### config.mk
export PLATFORM = sky130hd
export DESIGN_NAME = mswr_top
export DESIGN_NICKNAME = d
export VERILOG_FILES = /design/src/logic/mswr_pkg.sv /design/src/logic/mswr_top.sv /design/src/logic/mswr_hex_tx.sv
export SDC_FILE = /design/constraint.sdc
export NUM_CORES = 1
export LEC_CHECK = 0
export BUFFER_PORTS_ARGS = -buffer_cell sky130_fd_sc_hd__buf_2
export CAP_MARGIN = 20
export CORE_UTILIZATION = 45
export CTS_BUF_LIST = sky130_fd_sc_hd__clkbuf_2
export CTS_CLUSTER_DIAMETER = 120
export DETAILED_ROUTE_END_ITERATION = 8
export GPL_ROUTABILITY_DRIVEN = 0
export GPL_TIMING_DRIVEN = 0
export MAX_ROUTING_LAYER = met4
export PLACE_DENSITY = 0.76
export SKIP_LAST_GASP = 1
export SYNTH_ARGS = -nofsm -noshare
export SYNTH_HDL_FRONTEND = slang
export SYNTH_HIERARCHICAL = 1
export SYNTH_SLANG_ARGS = --single-unit
### constraint.sdc
create_clock -name clock -period 2.8 [get_ports clock]
set_input_delay 0.28 -clock clock [delete_from_list [all_inputs] [get_ports clock]]
set_output_delay 0.28 -clock clock [all_outputs]
set_load 0.02 [all_outputs]
### src/logic/mswr_pkg.sv
// mswr_pkg: offsets, field positions, carrier structs and helpers for the status reporter
`default_nettype none
package mswr_pkg;
  // register locations of the two status words
  localparam logic [15:0] WORD_ONE_OFFSET = 16'h003D;
  localparam logic [15:0] WORD_TWO_OFFSET = 16'h0814;
  localparam logic [23:0] WORD_RESET = 24'h000000;
  // reply framing
  localparam int NIBBLES = 12;
  localparam logic [3:0] LAST_NIBBLE = 4'hB;
  // word one bit positions
  localparam int W1_ACTIVE = 23;
  localparam int W1_NEG_LIM = 22;
  localparam int W1_POS_LIM = 21;
  localparam int W1_FOLLOW = 20;
  localparam int W1_COMMUT = 19;
  localparam int W1_OPEN = 18;
  localparam int W1_DEF_MOVE = 17;
  localparam int W1_INTEG = 16;
  localparam int W1_DWELL = 15;
  localparam int W1_DB_ERR = 14;
  localparam int W1_VEL_ZERO = 13;
  localparam int W1_ABORT_DEC = 12;
  localparam int W1_BLK_REQ = 11;
  localparam int W1_SEARCH = 10;
  // word two bit positions
  localparam int W2_ASSIGNED = 23;
  localparam int W2_GROUP_LSB = 20;
  localparam int W2_AMP_EN = 14;
  localparam int W2_STOP_LIM = 11;
  localparam int W2_HOME_DONE = 10;
  localparam int W2_PHASE_ERR = 8;
  localparam int W2_TRIG_MOVE = 7;
  localparam int W2_INT_FFE = 6;
  localparam int W2_I2T = 5;
  localparam int W2_AMP_FAULT = 3;
  localparam int W2_FATAL_FE = 2;
  localparam int W2_WARN_FE = 1;
  localparam int W2_IN_POS = 0;

  // level conditions from servo, trajectory and setup logic
  typedef struct packed {
    logic motor_activation_setting;
    logic onboard_commutation_setting;
    logic position_following_setting;
    logic integrator_gating_setting;
    logic loop_open;
    logic amp_enabled;
    logic definite_move;
    logic dwell_active;
    logic cmd_vel_zero;
    logic timer_active;
    logic block_request;
    logic [9:0] block_pointer;
    logic assigned;
    logic [2:0] group_minus_one;
  } mswr_cond_t;

  // one-cycle event pulses
  typedef struct packed {
    logic block_abort;
    logic seq_start;
    logic abort_cmd;
    logic decel_done;
    logic search_start;
    logic homing_start;
    logic trigger_found;
    logic move_stopped;
    logic trig_move_start;
    logic move_end;
    logic limit_stop;
    logic phase_done;
    logic phase_fail;
    logic fatal_fe_kill;
    logic int_fe_kill;
    logic amp_fault_kill;
    logic integrated_current_fault;
    logic reenable;
    logic scan_tick;
  } mswr_evt_t;

  // nibble to ascii hexadecimal, upper case letters
  function automatic logic [7:0] mswr_hex(input logic [3:0] n);
    mswr_hex = (n < 4'hA) ? (8'h30 + {4'h0, n}) : (8'h37 + {4'h0, n});
  endfunction
endpackage
`default_nettype wire

### src/logic/mswr_top.sv
// mswr_top: per-motor status words and hex status reply
`timescale 1ns/100ps
`default_nettype none
module mswr_top #(
  parameter int POS_W = 24,
  parameter int SCAN_W = 8
) (
  // clock and reset
  input wire logic clock,
  input wire logic srst,
  // servo side conditions and events
  input wire mswr_pkg::mswr_cond_t cond,
  input wire mswr_pkg::mswr_evt_t evt,
  input wire logic signed [POS_W-1:0] actual_pos,
  input wire logic signed [POS_W-1:0] positive_soft_limit,
  input wire logic signed [POS_W-1:0] negative_soft_limit,
  input wire logic [POS_W-1:0] fe_mag,
  input wire logic [POS_W-1:0] warning_error_limit,
  input wire logic [POS_W-1:0] in_position_band,
  input wire logic [SCAN_W-1:0] in_position_scan_count,
  // overtravel pins
  input wire logic overtravel_input_a,
  input wire logic overtravel_input_b,
  // status query and reply
  input wire logic query,
  output logic query_ready,
  output logic [7:0] tx_char,
  output logic tx_valid,
  input wire logic tx_ready,
  // status registers
  output logic [23:0] motor_status_word_one,
  output logic [23:0] motor_status_word_two
);
  if (POS_W < 2 || SCAN_W < 1 || SCAN_W > 16) begin : g_chk
    $error("mswr_top: unsupported POS_W or SCAN_W");
  end

  // pin synchronisers
  logic ota_s1_q, ota_s2_q, otb_s1_q, otb_s2_q;
  always_ff @(posedge clock) begin
    if (srst) begin
      ota_s1_q <= 1'b0;
      ota_s2_q <= 1'b0;
      otb_s1_q <= 1'b0;
      otb_s2_q <= 1'b0;
    end else begin
      ota_s1_q <= overtravel_input_a;
      ota_s2_q <= ota_s1_q;
      otb_s1_q <= overtravel_input_b;
      otb_s2_q <= otb_s1_q;
    end
  end

  // latched flags
  logic neg_lim_q, neg_lim_d, pos_lim_q, pos_lim_d;
  logic db_err_q, db_err_d, abort_dec_q, abort_dec_d;
  logic search_q, search_d, stop_lim_q, stop_lim_d;
  logic homing_q, homing_d, home_done_q, home_done_d;
  logic phase_err_q, phase_err_d, trig_q, trig_d, trig_seen_q, trig_seen_d;
  logic ffe_q, ffe_d, iffe_q, iffe_d, afault_q, afault_d, i2t_q, i2t_d;
  logic [SCAN_W:0] ip_cnt_q, ip_cnt_d;
  logic updating, ip_cond, ip_ok, warn;

  // limit checks only update while active and enabled; the overtravel
  // inputs are wired crosswise, a trips the negative end
  assign updating = cond.motor_activation_setting && cond.amp_enabled;
  assign ip_cond = !cond.loop_open && cond.cmd_vel_zero && !cond.timer_active &&
                   (fe_mag < in_position_band);
  assign ip_ok = (ip_cnt_q == ({1'b0, in_position_scan_count} + 1'b1));
  assign warn = (fe_mag > warning_error_limit) || ffe_q;

  // flag next values; in every flag except trig_seen_q a set in the clearing cycle wins
  always_comb begin
    neg_lim_d = neg_lim_q;
    pos_lim_d = pos_lim_q;
    if (updating) begin
      neg_lim_d = (actual_pos < negative_soft_limit) || ota_s2_q;
      pos_lim_d = (actual_pos > positive_soft_limit) || otb_s2_q;
    end
    db_err_d = evt.block_abort || (db_err_q && !evt.seq_start);
    abort_dec_d = evt.abort_cmd || evt.limit_stop ||
                  (abort_dec_q && !evt.decel_done);
    search_d = evt.search_start ||
               (search_q && !evt.trigger_found && !evt.move_stopped);
    // leaving the limit starts a new move, which drops the latch
    stop_lim_d = evt.limit_stop || (stop_lim_q && !evt.seq_start && !evt.reenable);
    homing_d = evt.homing_start || (homing_q && !evt.trigger_found && !evt.move_stopped);
    home_done_d = home_done_q;
    if (evt.homing_start) begin
      home_done_d = 1'b0;
    end
    if (homing_q && evt.trigger_found) begin
      home_done_d = 1'b1;
    end
    phase_err_d = evt.phase_done ? evt.phase_fail : phase_err_q;
    trig_seen_d = !evt.trig_move_start && (trig_seen_q || evt.trigger_found);
    trig_d = trig_q;
    if (evt.move_end && (trig_seen_q || evt.trigger_found)) begin
      trig_d = 1'b0;
    end
    if (evt.trig_move_start) begin
      trig_d = 1'b1;
    end
    ffe_d = evt.fatal_fe_kill || evt.int_fe_kill || (ffe_q && !evt.reenable);
    iffe_d = evt.int_fe_kill || (iffe_q && !evt.reenable);
    afault_d = evt.amp_fault_kill || evt.integrated_current_fault ||
               (afault_q && !evt.reenable);
    i2t_d = evt.integrated_current_fault || (i2t_q && !evt.reenable);
    // scan counter saturates at count plus one
    ip_cnt_d = ip_cnt_q;
    if (!ip_cond) begin
      ip_cnt_d = '0;
    end else if (evt.scan_tick && !ip_ok) begin
      ip_cnt_d = ip_cnt_q + 1'b1;
    end
  end

  always_ff @(posedge clock) begin
    if (srst) begin
      neg_lim_q <= 1'b0;
      pos_lim_q <= 1'b0;
      db_err_q <= 1'b0;
      abort_dec_q <= 1'b0;
      search_q <= 1'b0;
      stop_lim_q <= 1'b0;
      homing_q <= 1'b0;
      home_done_q <= 1'b0;
      phase_err_q <= 1'b0;
      trig_q <= 1'b0;
      trig_seen_q <= 1'b0;
      ffe_q <= 1'b0;
      iffe_q <= 1'b0;
      afault_q <= 1'b0;
      i2t_q <= 1'b0;
      ip_cnt_q <= '0;
    end else begin
      neg_lim_q <= neg_lim_d;
      pos_lim_q <= pos_lim_d;
      db_err_q <= db_err_d;
      abort_dec_q <= abort_dec_d;
      search_q <= search_d;
      stop_lim_q <= stop_lim_d;
      homing_q <= homing_d;
      home_done_q <= home_done_d;
      phase_err_q <= phase_err_d;
      trig_q <= trig_d;
      trig_seen_q <= trig_seen_d;
      ffe_q <= ffe_d;
      iffe_q <= iffe_d;
      afault_q <= afault_d;
      i2t_q <= i2t_d;
      ip_cnt_q <= ip_cnt_d;
    end
  end

  // word assembly; unlisted positions stay at the zero reset value
  logic [23:0] w1_q, w1_d, w2_q, w2_d;
  always_comb begin
    w1_d = mswr_pkg::WORD_RESET;
    w1_d[mswr_pkg::W1_ACTIVE] = cond.motor_activation_setting;
    w1_d[mswr_pkg::W1_NEG_LIM] = neg_lim_q;
    w1_d[mswr_pkg::W1_POS_LIM] = pos_lim_q;
    w1_d[mswr_pkg::W1_FOLLOW] = cond.position_following_setting;
    w1_d[mswr_pkg::W1_COMMUT] = cond.onboard_commutation_setting;
    w1_d[mswr_pkg::W1_OPEN] = cond.loop_open;
    w1_d[mswr_pkg::W1_DEF_MOVE] = cond.definite_move;
    w1_d[mswr_pkg::W1_INTEG] = cond.integrator_gating_setting;
    w1_d[mswr_pkg::W1_DWELL] = cond.dwell_active;
    w1_d[mswr_pkg::W1_DB_ERR] = db_err_q;
    w1_d[mswr_pkg::W1_VEL_ZERO] = !cond.loop_open && cond.cmd_vel_zero;
    w1_d[mswr_pkg::W1_ABORT_DEC] = abort_dec_q;
    w1_d[mswr_pkg::W1_BLK_REQ] = cond.block_request;
    w1_d[mswr_pkg::W1_SEARCH] = search_q;
    w1_d[9:0] = cond.block_pointer;
    w2_d = mswr_pkg::WORD_RESET;
    w2_d[mswr_pkg::W2_ASSIGNED] = cond.assigned;
    w2_d[mswr_pkg::W2_GROUP_LSB +: 3] = cond.group_minus_one;
    w2_d[mswr_pkg::W2_AMP_EN] = cond.amp_enabled;
    w2_d[mswr_pkg::W2_STOP_LIM] = stop_lim_q;
    w2_d[mswr_pkg::W2_HOME_DONE] = home_done_q;
    w2_d[mswr_pkg::W2_PHASE_ERR] = phase_err_q;
    w2_d[mswr_pkg::W2_TRIG_MOVE] = trig_q;
    w2_d[mswr_pkg::W2_INT_FFE] = iffe_q;
    w2_d[mswr_pkg::W2_I2T] = i2t_q;
    w2_d[mswr_pkg::W2_AMP_FAULT] = afault_q;
    w2_d[mswr_pkg::W2_FATAL_FE] = ffe_q;
    w2_d[mswr_pkg::W2_WARN_FE] = warn;
    w2_d[mswr_pkg::W2_IN_POS] = ip_cond && ip_ok;
  end

  always_ff @(posedge clock) begin
    if (srst) begin
      w1_q <= mswr_pkg::WORD_RESET;
      w2_q <= mswr_pkg::WORD_RESET;
    end else begin
      w1_q <= w1_d;
      w2_q <= w2_d;
    end
  end

  assign motor_status_word_one = w1_q;
  assign motor_status_word_two = w2_q;

  // reply path; the snapshot is taken once so a reply never tears
  mswr_hex_tx u_tx (
    .clock(clock),
    .srst(srst),
    .start(query && query_ready),
    .data({w1_q, w2_q}),
    .idle(query_ready),
    .tx_char(tx_char),
    .tx_valid(tx_valid),
    .tx_ready(tx_ready)
  );
endmodule // mswr_top
`default_nettype wire

### src/logic/mswr_hex_tx.sv
// mswr_hex_tx: sends a 48-bit snapshot as twelve ascii hex characters
`timescale 1ns/100ps
`default_nettype none
module mswr_hex_tx (
  // clock and reset
  input wire logic clock,
  input wire logic srst,
  // snapshot side
  input wire logic start,
  input wire logic [47:0] data,
  output logic idle,
  // character stream
  output logic [7:0] tx_char,
  output logic tx_valid,
  input wire logic tx_ready
);
  typedef enum logic {TX_IDLE = 1'b0, TX_SEND = 1'b1} mswr_tx_state_t;
  mswr_tx_state_t state_q, state_d;
  logic [47:0] buf_q, buf_d;
  logic [3:0] idx_q, idx_d;
  logic [7:0] char_q, char_d;

  // next state: load on start, shift one nibble per accepted character
  always_comb begin
    state_d = state_q;
    buf_d = buf_q;
    idx_d = idx_q;
    char_d = char_q;
    unique case (state_q)
      TX_IDLE: begin
        if (start) begin
          state_d = TX_SEND;
          buf_d = data;
          idx_d = 4'h0;
          char_d = mswr_pkg::mswr_hex(data[47:44]);
        end
      end
      TX_SEND: begin
        if (tx_ready) begin
          if (idx_q == mswr_pkg::LAST_NIBBLE) begin
            state_d = TX_IDLE;
          end else begin
            buf_d = {buf_q[43:0], 4'h0};
            idx_d = idx_q + 4'h1;
            char_d = mswr_pkg::mswr_hex(buf_q[43:40]);
          end
        end
      end
    endcase
  end

  // registers
  always_ff @(posedge clock) begin
    if (srst) begin
      state_q <= TX_IDLE;
      buf_q <= 48'h000000000000;
      idx_q <= 4'h0;
      char_q <= 8'h00;
    end else begin
      state_q <= state_d;
      buf_q <= buf_d;
      idx_q <= idx_d;
      char_q <= char_d;
    end
  end

  assign idle = (state_q == TX_IDLE);
  assign tx_valid = (state_q == TX_SEND);
  assign tx_char = char_q;
endmodule // mswr_hex_tx
`default_nettype wire

==> summary.txt <==
Final layout
  • Most common cell after layout, fill and taps aside: buf_2
  • Fillers: 1478
  • Layout Nets: 1499
  • Final core occ: 0.608
  • Antenna Cells: 0
  • Most frequent cells in the layout: buf_2, dfxtp_1, inv_1
  • Area Growth Syn to Fin: 31.2%
  • Layout cells sized above 1: 0.262

Pwr
  • Leakage: 4.89 nW
  • Cell Pwr Density: 414 mW/mm^2
  • Maximum resistive drop on vdd: 0.268 mV

Job
  • Max-Cap Viols: 0

Placement
  • Hpwl dp: 16100 um
  • Buffers on Ports: 249

Synthesis
  • Largest family of logic cells by synthesized area: simple AND/OR/NAND/NOR gates
  • Synthesis Warnings: 6
  • Proportion of synthesized area in mux cells: 0.0567
  • Complex-gate fraction of the synthesized area: 0.162
  • Syn avg cell area: 8.62 um^2
  • Number of synthesized flops with an enable pin: 0
  • Post-synthesis simple-gate area fraction: 0.167
  • Xor-xnor portion of the synthesized cell area: 0.0272
  • Seq/Total Area, Yosys: 0.332
  • Cell Area, Synth: 0.00741 mm^2
  • Primary FF master, synth: dfxtp_1
  • Netlist cell types: 57
  • Post-synth ARST share: 0
  • Register bit total from synthesis: 123
  • Post-Syn Instances: 860
  • Post-Synth Adder-Cell Area: 0.167

Clock tree
  • CTS Buffer Depth: 2
  • Clk_lat worst skew: 0.64 ns
  • Clock sink count: 123
  • CTS resizes: 0
  • Clock H-tree levels: 4
  • Num CTS Buffers: 17
  • Root buf cell: clkbuf_2
  • CTS tree: done
  • Clock-pin slew on the worst setup and hold paths: 0.16 ns

Routing
  • DRT iter0 DRCs: 255
  • Routed Antenna Nets: 0
  • DRC Markers: 0
  • Final Routed Wirelength: 20100 um
  • Pre-antenna DRT Iters: 4
  • Wire per inst: 14.1 um
  • Detailed-route vias per instance: 4.97
  • Via count: 7089

Setup path
  • Reg-to-Reg Start: ip_cnt_q[4]
  • Crit path arrival time: 2.87 ns
  • Reg2reg path depth: 8
  • Nature of the critical path endpoint: flip-flop
  • Worst endpoint required time: 3.31 ns
  • Crit path max fanout: 9
  • Register-to-Register Setup Slack: 0.44 ns
  • Kind of critical path: flip-flop to flip-flop
  • CP Launch Type: flip-flop
  • Worst flop-to-flop path endpoint: ip_cnt_q[5]

Timing
  • Peak Freq: 0.424 GHz
  • Slew @ Worst Pin: 0.685 ns
  • Slew Limit Headroom: 0.543
  • Count of final hold-check violations: 0
  • Unrepaired setup endpoints after global routing: no
  • Fin. max-slew vios: 0
  • Final Setup Violations: 0
  • Clock Skew: 0.0256 ns
  • Setup TNS: 0 ns
  • Crit path time final: 2.36 ns
  • Fin crit share: 0.842

GRT
  • Global-route wire length before repair: 31800 um
  • Total gr overflow: 0
  • Total GRT Usage: 0.249
  • Vias in the first global route: 6991
  • Initial antenna violation count: 0
  • Pin count of the biggest net entering global routing: 17

Floorplanning
  • Die area: 0.0170 mm^2
  • Ports: 260
  • Die Wd: 130 um
  • Row count: 46
  • Core ar.: 0.0160 mm^2
  • Die Ht: 130 um
  • Initial Util: 0.463

Hold path
  • HP Class: primary input to flip-flop
  • HP Start: query
  • WHS Endpoint: u_tx/tx_valid
  • Min-Delay Path Depth: 4

Status
  • Status: completed
## Yosys cell counts (3+ instances only)
cell | number | area, um^2
a2111oi_0 | 3 | 26.3
a211oi_1 | 45 | 338
a211oi_2 | 6 | 75.1
a21o_1 | 16 | 120
a21oi_1 | 54 | 270
a221oi_1 | 3 | 26.3
and2_1 | 4 | 25.0
and3_1 | 3 | 18.8
buf_2 | 13 | 65.1
buf_4 | 11 | 82.6
clkbuf_1 | 12 | 45.0
dfxtp_1 | 123 | 2460
ha_1 | 99 | 1240
inv_1 | 112 | 420
mux2i_1 | 42 | 420
nand2_1 | 31 | 116
nand2b_1 | 6 | 37.5
nand3_1 | 16 | 80.1
nand3b_1 | 3 | 22.5
nand4_1 | 17 | 106
nor2_1 | 87 | 327
nor2b_1 | 46 | 288
nor3_1 | 19 | 95.1
nor3b_1 | 3 | 22.5
o211ai_1 | 5 | 37.5
o21ai_0 | 18 | 90.1
o221ai_1 | 3 | 26.3
xnor2_1 | 17 | 149
xor2_1 | 6 | 52.6
## state kept, by name, indices dropped and copies added (netlist names), 4 cells and up
| register | count |
|---|---|
| motor_status_word_one | 24 |
| motor_status_word_two | 15 |
| ip_cnt_q | 9 |
| u_tx/tx_char | 7 |
| u_tx/buf_q | 44 |
| u_tx/idx_q | 4 |
## critical path: stages, from the launching register on
cell	delay (ns)
dfxtp_1	0.33
clkbuf_1	0.26
xor2_1	0.21
nor3b_1	0.20
o2111ai_1	0.22
o41ai_4	0.68
nor3_1	0.13
xnor2_1	0.17
nor2_1	0.05
## how the worst max path moves through the flow
stage          cells past startpoint                       from           to  slack [ns]
2_1_floorplan                      8  in_position_scan_count[0]  ip_cnt_q[8]        0.51
3_3_place_gp                       9  in_position_scan_count[0]  ip_cnt_q[8]        0.19
3_5_place_dp                       9  in_position_scan_count[0]  ip_cnt_q[7]        0.14
4_1_cts                            7                ip_cnt_q[2]  ip_cnt_q[5]        0.44
5_1_grt                            8                ip_cnt_q[4]  ip_cnt_q[7]        0.16
6_report                           8                ip_cnt_q[4]  ip_cnt_q[5]        0.44
## metal layers
layer / up-vias / part of all wire / routed length, um / GRT usage
met5: - / 0 / 0 / -
met2: 246 / 0.48 / 9730 / 0.432
met1: 3165 / 0.43 / 8630 / 0.279
met4: 0 / 0.030 / 597 / 0.0913
met3: 49 / 0.057 / 1140 / 0.0541
li1: 3629 / - / - / -
## where the power goes
group	internal, mW	switching [mW]
combinational	0.499	0.567
clock	0.403	0.610
sequential	1.87	0.0772
## kinds of logic (layout without fill, tap and decap cells)
group	after synthesis	count (layout)
mux	42	42
buf+inv	152	484
flops	123	123
compound gates	173	173
other cells	2	19
xor+xnor	23	23
fa+ha+maj	99	99
simple gates	246	246
## cell type report
type                    instances  area [um^2]  share of cell area
clock buffers                  21          105              0.0108
repair buffers                302         1780               0.183
inverters                     112          420              0.0432
flip-flops and latches        123         2460               0.253
well taps                     216          270              0.0278
multi-input cells             602         4370               0.449
plain buffers                  40          223              0.0229
clock inverters                 9          100              0.0103
## what timing repair did
action / CTS / global route
buffers inserted: 0 / 0
setup endpoints to repair: 0 / 0
hold buffers: 53 / 0
endpoints found under the hold margin: 43 / 0
## metrics by stage
step                total power [mW]  cell area, um^2  instances  hold slack [ns]  worst slack, ns
floorplan                       2.61             7480        877            0.359            0.507
global placement                2.96             8990       1342            0.420            0.188
detailed placement              2.98             8990       1342            0.427            0.141
CTS                             4.05             9730       1425           0.0439            0.442
global route                    4.30             9730       1425          0.00399            0.162
finish                          4.03             9730       1425           0.0876            0.442
Power figures use the tool's default switching activity.
